**config.mk**
```make
export PLATFORM = sky130hd
export DESIGN_NAME = mrs_reset_sequencer
export DESIGN_NICKNAME = d
export VERILOG_FILES = /design/src/rtl/mrs_pkg.sv /design/src/rtl/mrs_reset_sequencer.sv
export SDC_FILE = /design/constraint.sdc
export NUM_CORES = 1
export LEC_CHECK = 0
export BUFFER_PORTS_ARGS = -buffer_cell sky130_fd_sc_hd__buf_2
export CAP_MARGIN = 20
export CELL_PAD_IN_SITES_DETAIL_PLACEMENT = 0
export CELL_PAD_IN_SITES_GLOBAL_PLACEMENT = 1
export CORE_MARGIN = 5
export CORE_UTILIZATION = 46
export CTS_BUF_LIST = sky130_fd_sc_hd__clkbuf_4
export CTS_CLUSTER_SIZE = 24
export DETAILED_ROUTE_END_ITERATION = 10
export PLACE_DENSITY = 0.95
export RECOVER_POWER = 25
export SLEW_MARGIN = 30
export SYNTH_ARGS = -nofsm -noshare
export SYNTH_HDL_FRONTEND = slang
export SYNTH_SLANG_ARGS = --single-unit
```
**constraint.sdc**
```tcl
create_clock -name clk -period 7.2 [get_ports clk]
set_input_delay 0.72 -clock clk [delete_from_list [all_inputs] [get_ports clk]]
set_output_delay 0.72 -clock clk [all_outputs]
set_load 0.005 [all_outputs]
```
**src/rtl/mrs_pkg.sv**
```systemverilog
// Contract
// - Slow mode: instruction rate is low oscillator/4
// - Normal mode: instruction every 2^div clocks
// - Pin falling edge resets system when enabled
// - Input setting: no pin reset, plain input
// - Security option blocks program memory readout
// - Low power only below four MIPS
// - Reset on power, watchdog, brown-out, pin
// - Reset: registers init, halt, clear PC
// - After release, fetch starts at zero
// - Cause flags bits 7:6 encode reset source
// - Power-up waits for stable supply first; here a pin falling edge ends the supply wait early
// - Held in reset while pin not high
// - Sequence: init, oscillator warm-up, then run
// - Watchdog overflow triggers system reset
// - After watchdog reset, restart normal mode
// - Warm-up short for RC, long for crystal
package mrs_pkg;
	// Register map
	localparam logic [7:0] PSF_ADDR = 8'h86;
	localparam logic [7:0] MODE_ADDR = 8'h80;
	// Field positions of program_status_flags
	localparam int CAUSE_HI = 7;
	localparam int CAUSE_LO = 6;
	localparam int LVF_HIGH = 5;
	localparam int LVF_MID = 4;
	localparam logic [7:0] PSF_ALU_MASK = 8'h07;
	localparam int MODE_SLOW = 0;
	// Reset cause encodings
	localparam logic [1:0] CAUSE_WDT = 2'h0;
	localparam logic [1:0] CAUSE_PWR = 2'h2;
	localparam logic [1:0] CAUSE_PIN = 2'h3;
	// Reset values and boot address
	localparam logic [2:0] ALU_RESET = 3'h0;
	localparam logic [9:0] BOOT_ADDR = 10'h000;
	// Smallest divider code keeping the rate under four MIPS at 125 MHz
	localparam logic [2:0] LP_MIN_DIV = 3'h5;
	localparam logic [1:0] LOSC_DIV_LAST = 2'h3;
	localparam logic [6:0] DIV_FULL = 7'h7f;
	// Timing
	localparam int CLK_MHZ = 125;
	localparam int PWR_STABLE_NS = 1000;
	localparam int WARM_RC_NS = 2000;
	localparam int WARM_XTAL_NS = 64000;
	localparam int PWR_STABLE_CYC = (PWR_STABLE_NS * CLK_MHZ + 999) / 1000;
	localparam int WARM_RC_CYC = (WARM_RC_NS * CLK_MHZ + 999) / 1000;
	localparam int WARM_XTAL_CYC = (WARM_XTAL_NS * CLK_MHZ + 999) / 1000;
	// Factory code options
	typedef struct packed {
		logic [2:0] clk_div;
		logic pin_is_reset;
		logic secure;
		logic low_power;
		logic osc_crystal;
	} mrs_opt_s;
	typedef enum logic [2:0] {ST_POWER, ST_PIN, ST_INIT, ST_WARM, ST_RUN} mrs_state_e;
endpackage : mrs_pkg

```
**src/rtl/mrs_reset_sequencer.sv**
```systemverilog
`timescale 1ns/1ps
module mrs_reset_sequencer import mrs_pkg::*; #(
	parameter int WARM_XTAL = WARM_XTAL_CYC,
	parameter int CNT_W = 14
) (
	// Clock and power-on reset
	input wire logic clk,
	input wire logic rst_b,
	// Factory code options
	input wire mrs_opt_s opt,
	// Reset sources and analog status
	input wire logic power_good,
	input wire logic brown_out,
	input wire logic wdt_overflow,
	input wire logic reset_pin,
	input wire logic low_voltage_flag_mid_in,
	input wire logic low_voltage_flag_high_in,
	input wire logic losc_tick,
	// Register port
	input wire logic [7:0] addr,
	input wire logic [7:0] wdata,
	input wire logic we,
	input wire logic re,
	output logic [7:0] rdata,
	// Core control
	output logic sys_hold,
	output logic cpu_run,
	output logic boot_pulse,
	output logic [9:0] boot_pc,
	output logic instr_en,
	output logic input_only_pin_setting,
	output logic rom_dump_allow,
	output logic low_power_active
);
	mrs_state_e state;
	mrs_state_e next_state;
	logic [CNT_W-1:0] cnt;
	logic pin_q;
	logic pin_fall;
	logic [1:0] cause;
	logic [1:0] next_cause;
	logic set_cause;
	logic reset_low_voltage_flag_high;
	logic low_voltage_flag_high;
	logic low_voltage_flag_mid;
	logic [2:0] alu_flags;
	logic slow_mode;
	logic [6:0] norm_cnt;
	logic [1:0] losc_cnt;
	logic [6:0] div_mask;
	logic psf_wr;

	assign pin_fall = opt.pin_is_reset && pin_q && !reset_pin;
	assign psf_wr = we && addr == PSF_ADDR;
	assign div_mask = DIV_FULL >> (3'h7 - opt.clk_div);

	// Pin history for edge detection; pin is already synchronous
	always_ff @(posedge clk or negedge rst_b) begin
		if (!rst_b) begin
			pin_q <= 1'b1;
		end else begin
			pin_q <= reset_pin;
		end
	end

	// Sequencer: supply first, then pin, init, warm-up, run
	always_comb begin
		next_state = state;
		next_cause = cause;
		set_cause = 1'b0;
		case (state)
			ST_POWER: begin
				if (power_good && !brown_out && cnt == '0) begin
					next_state = opt.pin_is_reset ? ST_PIN : ST_INIT;
				end
			end
			ST_PIN: begin
				if (reset_pin) begin
					next_state = ST_INIT;
				end
			end
			ST_INIT: next_state = ST_WARM;
			ST_WARM: begin
				if (cnt == '0) begin
					next_state = ST_RUN;
				end
			end
			ST_RUN: ;
			default: next_state = ST_POWER;
		endcase
		// Source priority: supply loss over pin over watchdog
		if (!power_good || brown_out) begin
			next_state = ST_POWER;
			next_cause = CAUSE_PWR;
			set_cause = 1'b1;
		end else if (pin_fall || (opt.pin_is_reset && !reset_pin && state != ST_POWER)) begin
			next_state = ST_PIN;
			next_cause = CAUSE_PIN;
			set_cause = 1'b1;
		end else if (wdt_overflow && state == ST_RUN) begin
			next_state = ST_INIT;
			next_cause = CAUSE_WDT;
			set_cause = 1'b1;
		end
	end

	// State register
	always_ff @(posedge clk or negedge rst_b) begin
		if (!rst_b) begin
			state <= ST_POWER;
		end else begin
			state <= next_state;
		end
	end

	// Shared wait counter, reloaded on each entry to a timed state
	always_ff @(posedge clk or negedge rst_b) begin
		if (!rst_b) begin
			cnt <= CNT_W'(PWR_STABLE_CYC - 1);
		end else if (next_state == ST_POWER && (state != ST_POWER || !power_good || brown_out)) begin
			cnt <= CNT_W'(PWR_STABLE_CYC - 1);
		end else if (next_state == ST_WARM && state != ST_WARM) begin
			cnt <= opt.osc_crystal ? CNT_W'(WARM_XTAL - 1) : CNT_W'(WARM_RC_CYC - 1);
		end else if (cnt != '0) begin
			cnt <= cnt - 1'b1;
		end
	end

	// Cause flags: not touched by init; hardware set beats a software write
	always_ff @(posedge clk or negedge rst_b) begin
		if (!rst_b) begin
			cause <= CAUSE_PWR;
		end else if (set_cause) begin
			cause <= next_cause;
		end else if (psf_wr) begin
			cause <= wdata[CAUSE_HI:CAUSE_LO];
		end
	end

	// Voltage flags track the detector while running, cleared in every state other than run
	assign reset_low_voltage_flag_high = state != ST_RUN;
	always_ff @(posedge clk or negedge rst_b) begin
		if (!rst_b) begin
			low_voltage_flag_high <= 1'b0;
			low_voltage_flag_mid <= 1'b0;
		end else if (reset_low_voltage_flag_high) begin
			low_voltage_flag_high <= 1'b0;
			low_voltage_flag_mid <= 1'b0;
		end else begin
			low_voltage_flag_high <= low_voltage_flag_high_in;
			low_voltage_flag_mid <= low_voltage_flag_mid_in;
		end
	end

	// Arithmetic flags and mode bit are system registers: init clears them
	always_ff @(posedge clk or negedge rst_b) begin
		if (!rst_b) begin
			alu_flags <= ALU_RESET;
		end else if (state != ST_RUN) begin
			alu_flags <= ALU_RESET;
		end else if (psf_wr) begin
			alu_flags <= wdata[2:0];
		end
	end

	// Slow mode falls back to normal on every reset, watchdog included
	always_ff @(posedge clk or negedge rst_b) begin
		if (!rst_b) begin
			slow_mode <= 1'b0;
		end else if (state != ST_RUN) begin
			slow_mode <= 1'b0;
		end else if (we && addr == MODE_ADDR) begin
			slow_mode <= wdata[MODE_SLOW];
		end
	end

	// Read port, data one cycle after the strobe; unmapped reads zero
	always_ff @(posedge clk or negedge rst_b) begin
		if (!rst_b) begin
			rdata <= 8'h00;
		end else if (re && addr == PSF_ADDR) begin
			rdata <= {cause, low_voltage_flag_high, low_voltage_flag_mid, 1'b0, alu_flags};
		end else if (re && addr == MODE_ADDR) begin
			rdata <= {7'h00, slow_mode};
		end else begin
			rdata <= 8'h00;
		end
	end

	// Instruction rate dividers
	always_ff @(posedge clk or negedge rst_b) begin
		if (!rst_b) begin
			norm_cnt <= 7'h00;
			losc_cnt <= 2'h0;
			instr_en <= 1'b0;
		end else if (state != ST_RUN) begin
			norm_cnt <= 7'h00;
			losc_cnt <= 2'h0;
			instr_en <= 1'b0;
		end else if (slow_mode) begin
			norm_cnt <= 7'h00;
			if (losc_tick) begin
				losc_cnt <= losc_cnt + 1'b1;
			end
			instr_en <= losc_tick && losc_cnt == LOSC_DIV_LAST;
		end else begin
			losc_cnt <= 2'h0;
			norm_cnt <= (norm_cnt == div_mask) ? 7'h00 : norm_cnt + 1'b1;
			instr_en <= norm_cnt == div_mask;
		end
	end

	// Core control outputs, all registered
	always_ff @(posedge clk or negedge rst_b) begin
		if (!rst_b) begin
			sys_hold <= 1'b1;
			cpu_run <= 1'b0;
			boot_pulse <= 1'b0;
			boot_pc <= BOOT_ADDR;
		end else begin
			sys_hold <= next_state != ST_RUN;
			cpu_run <= next_state == ST_RUN;
			boot_pulse <= next_state == ST_RUN && state == ST_WARM;
			boot_pc <= BOOT_ADDR;
		end
	end

	// Option driven pin, security and low-power outputs
	always_ff @(posedge clk or negedge rst_b) begin
		if (!rst_b) begin
			input_only_pin_setting <= 1'b0;
			rom_dump_allow <= 1'b0;
			low_power_active <= 1'b0;
		end else begin
			input_only_pin_setting <= !opt.pin_is_reset && reset_pin;
			rom_dump_allow <= !opt.secure;
			// Low power is refused at rates of four MIPS or more
			low_power_active <= opt.low_power && (slow_mode || opt.clk_div >= LP_MIN_DIV);
		end
	end
endmodule : mrs_reset_sequencer
```
=== After elaboration in Yosys (flattened, before gate mapping) ===
Cells that the tools add are included.

* Shift-type cells: 1
* $lt $le $gt $ge: 1
* Reduce and logical (&&, ||, !) cells: 37
* Multipliers: 0
* Mux-type cells: 36
* Equality and inequality tests: 15
* Bitwise logic cells: 0
* Divide/modulo/power cells: 0
* Add/subtract/negate cells: 4

{| class="wikitable"
|+ Operator list
! cell !! number
|-
| $mux 14 || 3
|-
| $mux 3 || 8
|-
| $mux 7 || 3
|-
| $mux 2 || 9
|-
| $logic_and 1x1->1 || 17
|-
| $eq 8x8->1 const B || 2
|-
| $pmux 3 s5 || 1
|-
| $logic_not 14->1 || 1
|-
| $reduce_bool 14->1 || 1
|-
| $sub 14x1->14 const B || 1
|-
| $mux 13 || 1
|-
| $mux 1 || 10
|-
| $eq 3x2->1 const B || 3
|-
| $ne 3x3->1 const B || 3
|-
| $mux 8 || 1
|-
| $add 7x1->7 const B || 1
|-
| $eq 7x7->1 || 1
|-
| $shr 7x3->7 const A || 1
|-
| $eq 3x3->1 const B || 2
|-
| $logic_not 3->1 || 2
|-
| $reduce_bool 2->1 || 3
|-
| $reduce_bool 3->1 || 2
|-
| $logic_not 1->1 || 5
|-
| $logic_or 1x1->1 || 5
|-
| 8 further kinds || 8
|}

* Register bits after elaboration: 50
* ROM bits: 0
* Bits in latches: 0
* Logic and storage cells: 112
* Memories: 0
* Memory bits (writable): 0

=== Depth between registers and ports, before layout ===
* Depth in word-level cells: 12
* Depth in mapped cells: 10
* Depth with buffers taken out: 8

=== Least setup slack after synthesis ===
Ideal clock, no wire load.

* Path kind: input -> register
* Start point: input addr[5]
* End point: register cause[0]
* Data arrival time: 2.300 ns
* Path slack: 4.775 ns
* Library setup time: 0.125 ns
* Stages on the path: 6
* Path through: or4b_1 nor3_1 nand4_1 mux2_1 a22oi_1 nor2_1

* Word-level cells in the longest chain between the ends: 4

{| class="wikitable"
|+ RTL lines
! element !! RTL line !! RTL
|-
| start, declared || mrs_reset_sequencer.sv:20 || <nowiki>input wire logic [7:0] addr,</nowiki>
|-
| $eq 8x8->1 || mrs_reset_sequencer.sv:54 || <nowiki>assign psf_wr = we && addr == PSF_ADDR;</nowiki>
|-
| $logic_and 1x1->1 || mrs_reset_sequencer.sv:54 ||
|-
| $reduce_bool 2->1 (no line) || n/a ||
|-
| $reduce_and 2->1 (no line) || n/a ||
|-
| end signal, assigned || mrs_reset_sequencer.sv:134 || <nowiki>cause <= next_cause;</nowiki>
|-
| end signal, assigned || mrs_reset_sequencer.sv:136 || <nowiki>cause <= wdata[CAUSE_HI:CAUSE_LO];</nowiki>
|-
| end, declared || mrs_reset_sequencer.sv:40 || <nowiki>logic [1:0] cause;</nowiki>
|}

Every way passes these cells.
A chain may end at the register's enable or synchronous reset.

=== Worst setup path in the final report ===
* Start point: register cnt[0]
* End point: register cnt[9]

* Word-level cells in the longest chain between the ends: 11
* Elaborated cells on any way between the ends: 18
* Those cells by class: add/sub (1); eq/ne (1); mux (9); reduce/logical (7)

{| class="wikitable"
|+ RTL lines
! element !! RTL line !! RTL
|-
| start, declared || mrs_reset_sequencer.sv:37 || <nowiki>logic [CNT_W-1:0] cnt;</nowiki>
|-
| start signal, assigned || mrs_reset_sequencer.sv:119 || <nowiki>cnt <= CNT_W'(PWR_STABLE_CYC - 1);</nowiki>
|-
| start signal, assigned || mrs_reset_sequencer.sv:121 || <nowiki>cnt <= CNT_W'(PWR_STABLE_CYC - 1);</nowiki>
|-
| start signal, assigned || mrs_reset_sequencer.sv:123 || <nowiki>cnt <= opt.osc_crystal ? CNT_W'(WARM_XTAL - 1) : CNT_W'(WARM_RC_CYC - 1);</nowiki>
|-
| $logic_not 14->1 || mrs_reset_sequencer.sv:73, mrs_reset_sequencer.sv:84 ||
|-
| $logic_and 1x1->1 || mrs_reset_sequencer.sv:73 || <nowiki>if (power_good && !brown_out && cnt == '0) begin</nowiki>
|-
| $mux 3 || mrs_reset_sequencer.sv:73 ||
|-
| $pmux 3 s5 || mrs_reset_sequencer.sv:71 || <nowiki>case (state)</nowiki>
|-
| $mux 3 || mrs_reset_sequencer.sv:100 || <nowiki>end else if (wdt_overflow && state == ST_RUN) begin</nowiki>
|-
| $mux 3 || mrs_reset_sequencer.sv:96 || <nowiki>end else if (pin_fall || (opt.pin_is_reset && !reset_pin && state != ST_POWER)) begin</nowiki>
|-
| $mux 3 || mrs_reset_sequencer.sv:92 || <nowiki>if (!power_good || brown_out) begin</nowiki>
|-
| $eq 3x2->1 || mrs_reset_sequencer.sv:122 || <nowiki>end else if (next_state == ST_WARM && state != ST_WARM) begin</nowiki>
|-
| $logic_and 1x1->1 || mrs_reset_sequencer.sv:122 ||
|-
| $mux 14 || mrs_reset_sequencer.sv:122 ||
|-
| $mux 14 || mrs_reset_sequencer.sv:120 || <nowiki>end else if (next_state == ST_POWER && (state != ST_POWER || !power_good || brown_out)) begin</nowiki>
|}

Several ways; a longest one is shown, not always the timed one. The select of a mux whose other input is x is not followed.

==> results.tsv <==
metric	value	unit
status	finished with violations	
failing checks	capacitance limit, slew limit	
final hold violations	0	
compound-cell area share of the yosys netlist	0.111	
synthesis warning total	0	
largest family of logic cells by synthesized area	simple AND/OR/NAND/NOR gates	
minimum clock period	2.97	ns
final setup vio count	0	
async set or reset register ratio after synthesis	1.00	
DRT Pass-1 Iters	4	
Synth Area in Simple Gates	0.236	
Clock Sinks	49	
Primary FF master, synth	dfrtp_1	
hold bufs inserted after CTS	0	
CTS tree	built	
average wire per standard cell	13.3	um
I/O Buffers	44	
commonest non-fill, non-tap cell in the layout	buf_2	
Avg Cell Area, Syn	9.56	um^2
placed cell count	386	
Pins Over Slew Limit	50	
Post-DRT Antenna Nets	0	
Die H	86.3	um
Layout Cells excl Fill	394	
ordered cell list for the critical path	inv_1 > ha_1 > nor4b_2 > and4_1 > a21oi_1 > or3_1 > mux2i_2 > o31ai_1	
diodes inserted	0	
mux contribution to synthesized area	0.0547	
starting density of the core	0.480	
first-pass GRT wire length	9020	um
layout cells sized above 1	0.205	
setup TNS	0	ns
final clock skew	0.00982	ns
number of antenna violations at the first check in global routing	0	
Post-synth EDFFs	0	
synthesized area	2680	um^2
Ports	59	
crit-path max FO	14	
clock root buffer	clkbuf_4	
clock latency at the later pin of the worst-skew pair	0.36	ns
Vias/cell	5.33	
die area	7450	um^2
Syn Inst Count	280	
fmax	0.336	GHz
Critical-path top delay cell	and4_1	
CP endpoint kind	register	
Clock transition at path regs	0.14	ns
XOR/XNOR Fraction of Synth Area	0.0589	
largest net degree at the start of global routing	50	
CP Class	reg2reg	
synthesis-stage register bit count	49	
Setup Fix Bufs, Post-CTS	0	
Final Util	0.536	
H-tree Lvls	2	
sequential element share of the synthesized area	0.462	
Final Cell Area	2990	um^2
Tcrit/Tclk final	0.413	
commonest non-fill, non-tap cells in the layout	buf_2 (42), dfrtp_1 (41), nor2_1 (33)	
pwr dens	165	nW/um^2
CP top delay family	simple AND/OR/NAND/NOR gates	
Rows	27	
final RePlAce weighted congestion	0.836	
overall routing resource usage	0.149	
Layout area overhead	11.6	%
Leak	1.42	nW
clock tree buffer depth	2	
WL final	5240	um
WHS	0.470	ns
remaining routing DRC violations	0	
library cells used by synthesis	53	
max cap viols	1	
Critical Path RT	7.45	ns
Startpoint Class	register	
vias in the first global route	1993	
remaining global-route overflow	0	
Placeable Area	5570	um^2
critical path arrival	3.22	ns
Adder-Cell Fraction of Synth Area	0.0187	
RSZ-0062 raised after global routing	false	
via count	2101	
Crit path largest cell delay	0.60	ns
cts repair resizes	0	
number of nets in the layout	359	
HPWL Detailed	3850	um
Num CTS Buffers	5	
Max VDD drop	0.000128	V
worst slew pin tran	2.53	ns
CP Buf/Inv Count	1	
Die W	86.3	um
Max-Slew Margin vs Limit	-0.685	
Post-Place Cell Area	2910	um^2
HP Class	reg2reg	
DRT iter0 DRCs	83	
[metal layers]
layer	vias to the layer above	track usage	part of all wire
met1	993	0.196	0.44
met3	13	0.0333	0.066
met5	-	0	0
met2	60	0.242	0.47
met4	0	0.0510	0.018
li1	1035	-	-
[worst paths after layout]
path                                  startpoint         end  slack [ns]  cells past startpoint
setup / recovery                          cnt[0]      cnt[9]        4.23                      8
hold / removal             low_voltage_flag_high    rdata[5]        0.47                      1
setup reg to reg                          cnt[0]      cnt[9]        4.23                      8
hold reg to reg            low_voltage_flag_high    rdata[5]        0.47                      1
max in group asynchronous                  rst_b  boot_pulse        4.65                      1
min in group asynchronous                  rst_b     cnt[12]        1.12                      1
[per-stage QoR]
step / worst slack (ns) / total power [mW]
floorplan: 4.77 / 0.317
global placement: 4.26 / 0.333
detailed placement: 4.25 / 0.334
CTS: 4.25 / 0.501
global route: 3.99 / 0.518
finish: 4.23 / 0.494
[synth_stat cells (2+ instances only)]
| library cell | count | share of area |
|---|---|---|
| dfstp_2 | 8 | 0.079 |
| buf_2 | 2 | 0.0037 |
| dfrtp_1 | 41 | 0.38 |
| nand2_1 | 17 | 0.024 |
| o21ai_0 | 8 | 0.015 |
| a31oi_1 | 2 | 0.0047 |
| or3_1 | 7 | 0.016 |
| mux2i_1 | 11 | 0.041 |
| nor4_1 | 4 | 0.0093 |
| nor2b_1 | 4 | 0.0093 |
| or4_1 | 2 | 0.0056 |
| o21ai_1 | 7 | 0.013 |
| nand3_1 | 9 | 0.017 |
| o21a_1 | 3 | 0.0084 |
| clkbuf_1 | 7 | 0.0098 |
| xor2_1 | 7 | 0.023 |
| buf_4 | 11 | 0.031 |
| nand2b_1 | 7 | 0.016 |
| and2_1 | 7 | 0.016 |
| nand4_1 | 3 | 0.0070 |
| or2_2 | 2 | 0.0047 |
| nor3_1 | 8 | 0.015 |
| o31ai_1 | 5 | 0.014 |
| nor2_1 | 33 | 0.046 |
| ha_1 | 4 | 0.019 |
| a21oi_1 | 8 | 0.015 |
| xnor2_1 | 11 | 0.036 |
| inv_1 | 10 | 0.014 |
| and3_1 | 6 | 0.014 |
| nor3b_1 | 3 | 0.0084 |
[sequential cells by signal (all words and copies together) (netlist names)]
signal	count
slow_mode	1
cause	2
low_voltage_flag_mid	1
sys_hold	1
low_power_active	1
pin_q	1
instr_en	1
rom_dump_allow	1
state	3
boot_pulse	1
norm_cnt	7
alu_flags	3
losc_cnt	2
low_voltage_flag_high	1
cnt	14
cpu_run	1
input_only_pin_setting	1
rdata	7
[kinds of logic (layout without fill, tap and decap cells)]
group	count (synthesis)	count (layout)
other	1	11
AOI/OAI and AO/OA	45	45
buffers and inverters	30	62
muxes	14	14
adders and majority gates	4	4
DFF	49	49
and+or+nand+nor	119	119
xor gates and xnor gates	18	18
[layout make-up]
| class | instances | area, um^2 |
|---|---|---|
| clock buffer | 6 | 45.0 |
| clock inverter | 2 | 38.8 |
| fill | 540 | 2590 |
| inverter | 10 | 37.5 |
| multi-input combinational | 211 | 1320 |
| sequential | 49 | 1240 |
| tap | 72 | 90.1 |
| timing repair buffer | 44 | 218 |
[power by group]
part	switching (mW)	total, mW	leakage [nW]	internal [mW]
Clock	0.0872	0.165	0.0459	0.0778
Combinational	0.0263	0.0452	0.719	0.0190
Sequential	0.00338	0.284	0.651	0.280
No activity file was read; power rests on OpenSTA's default activity.
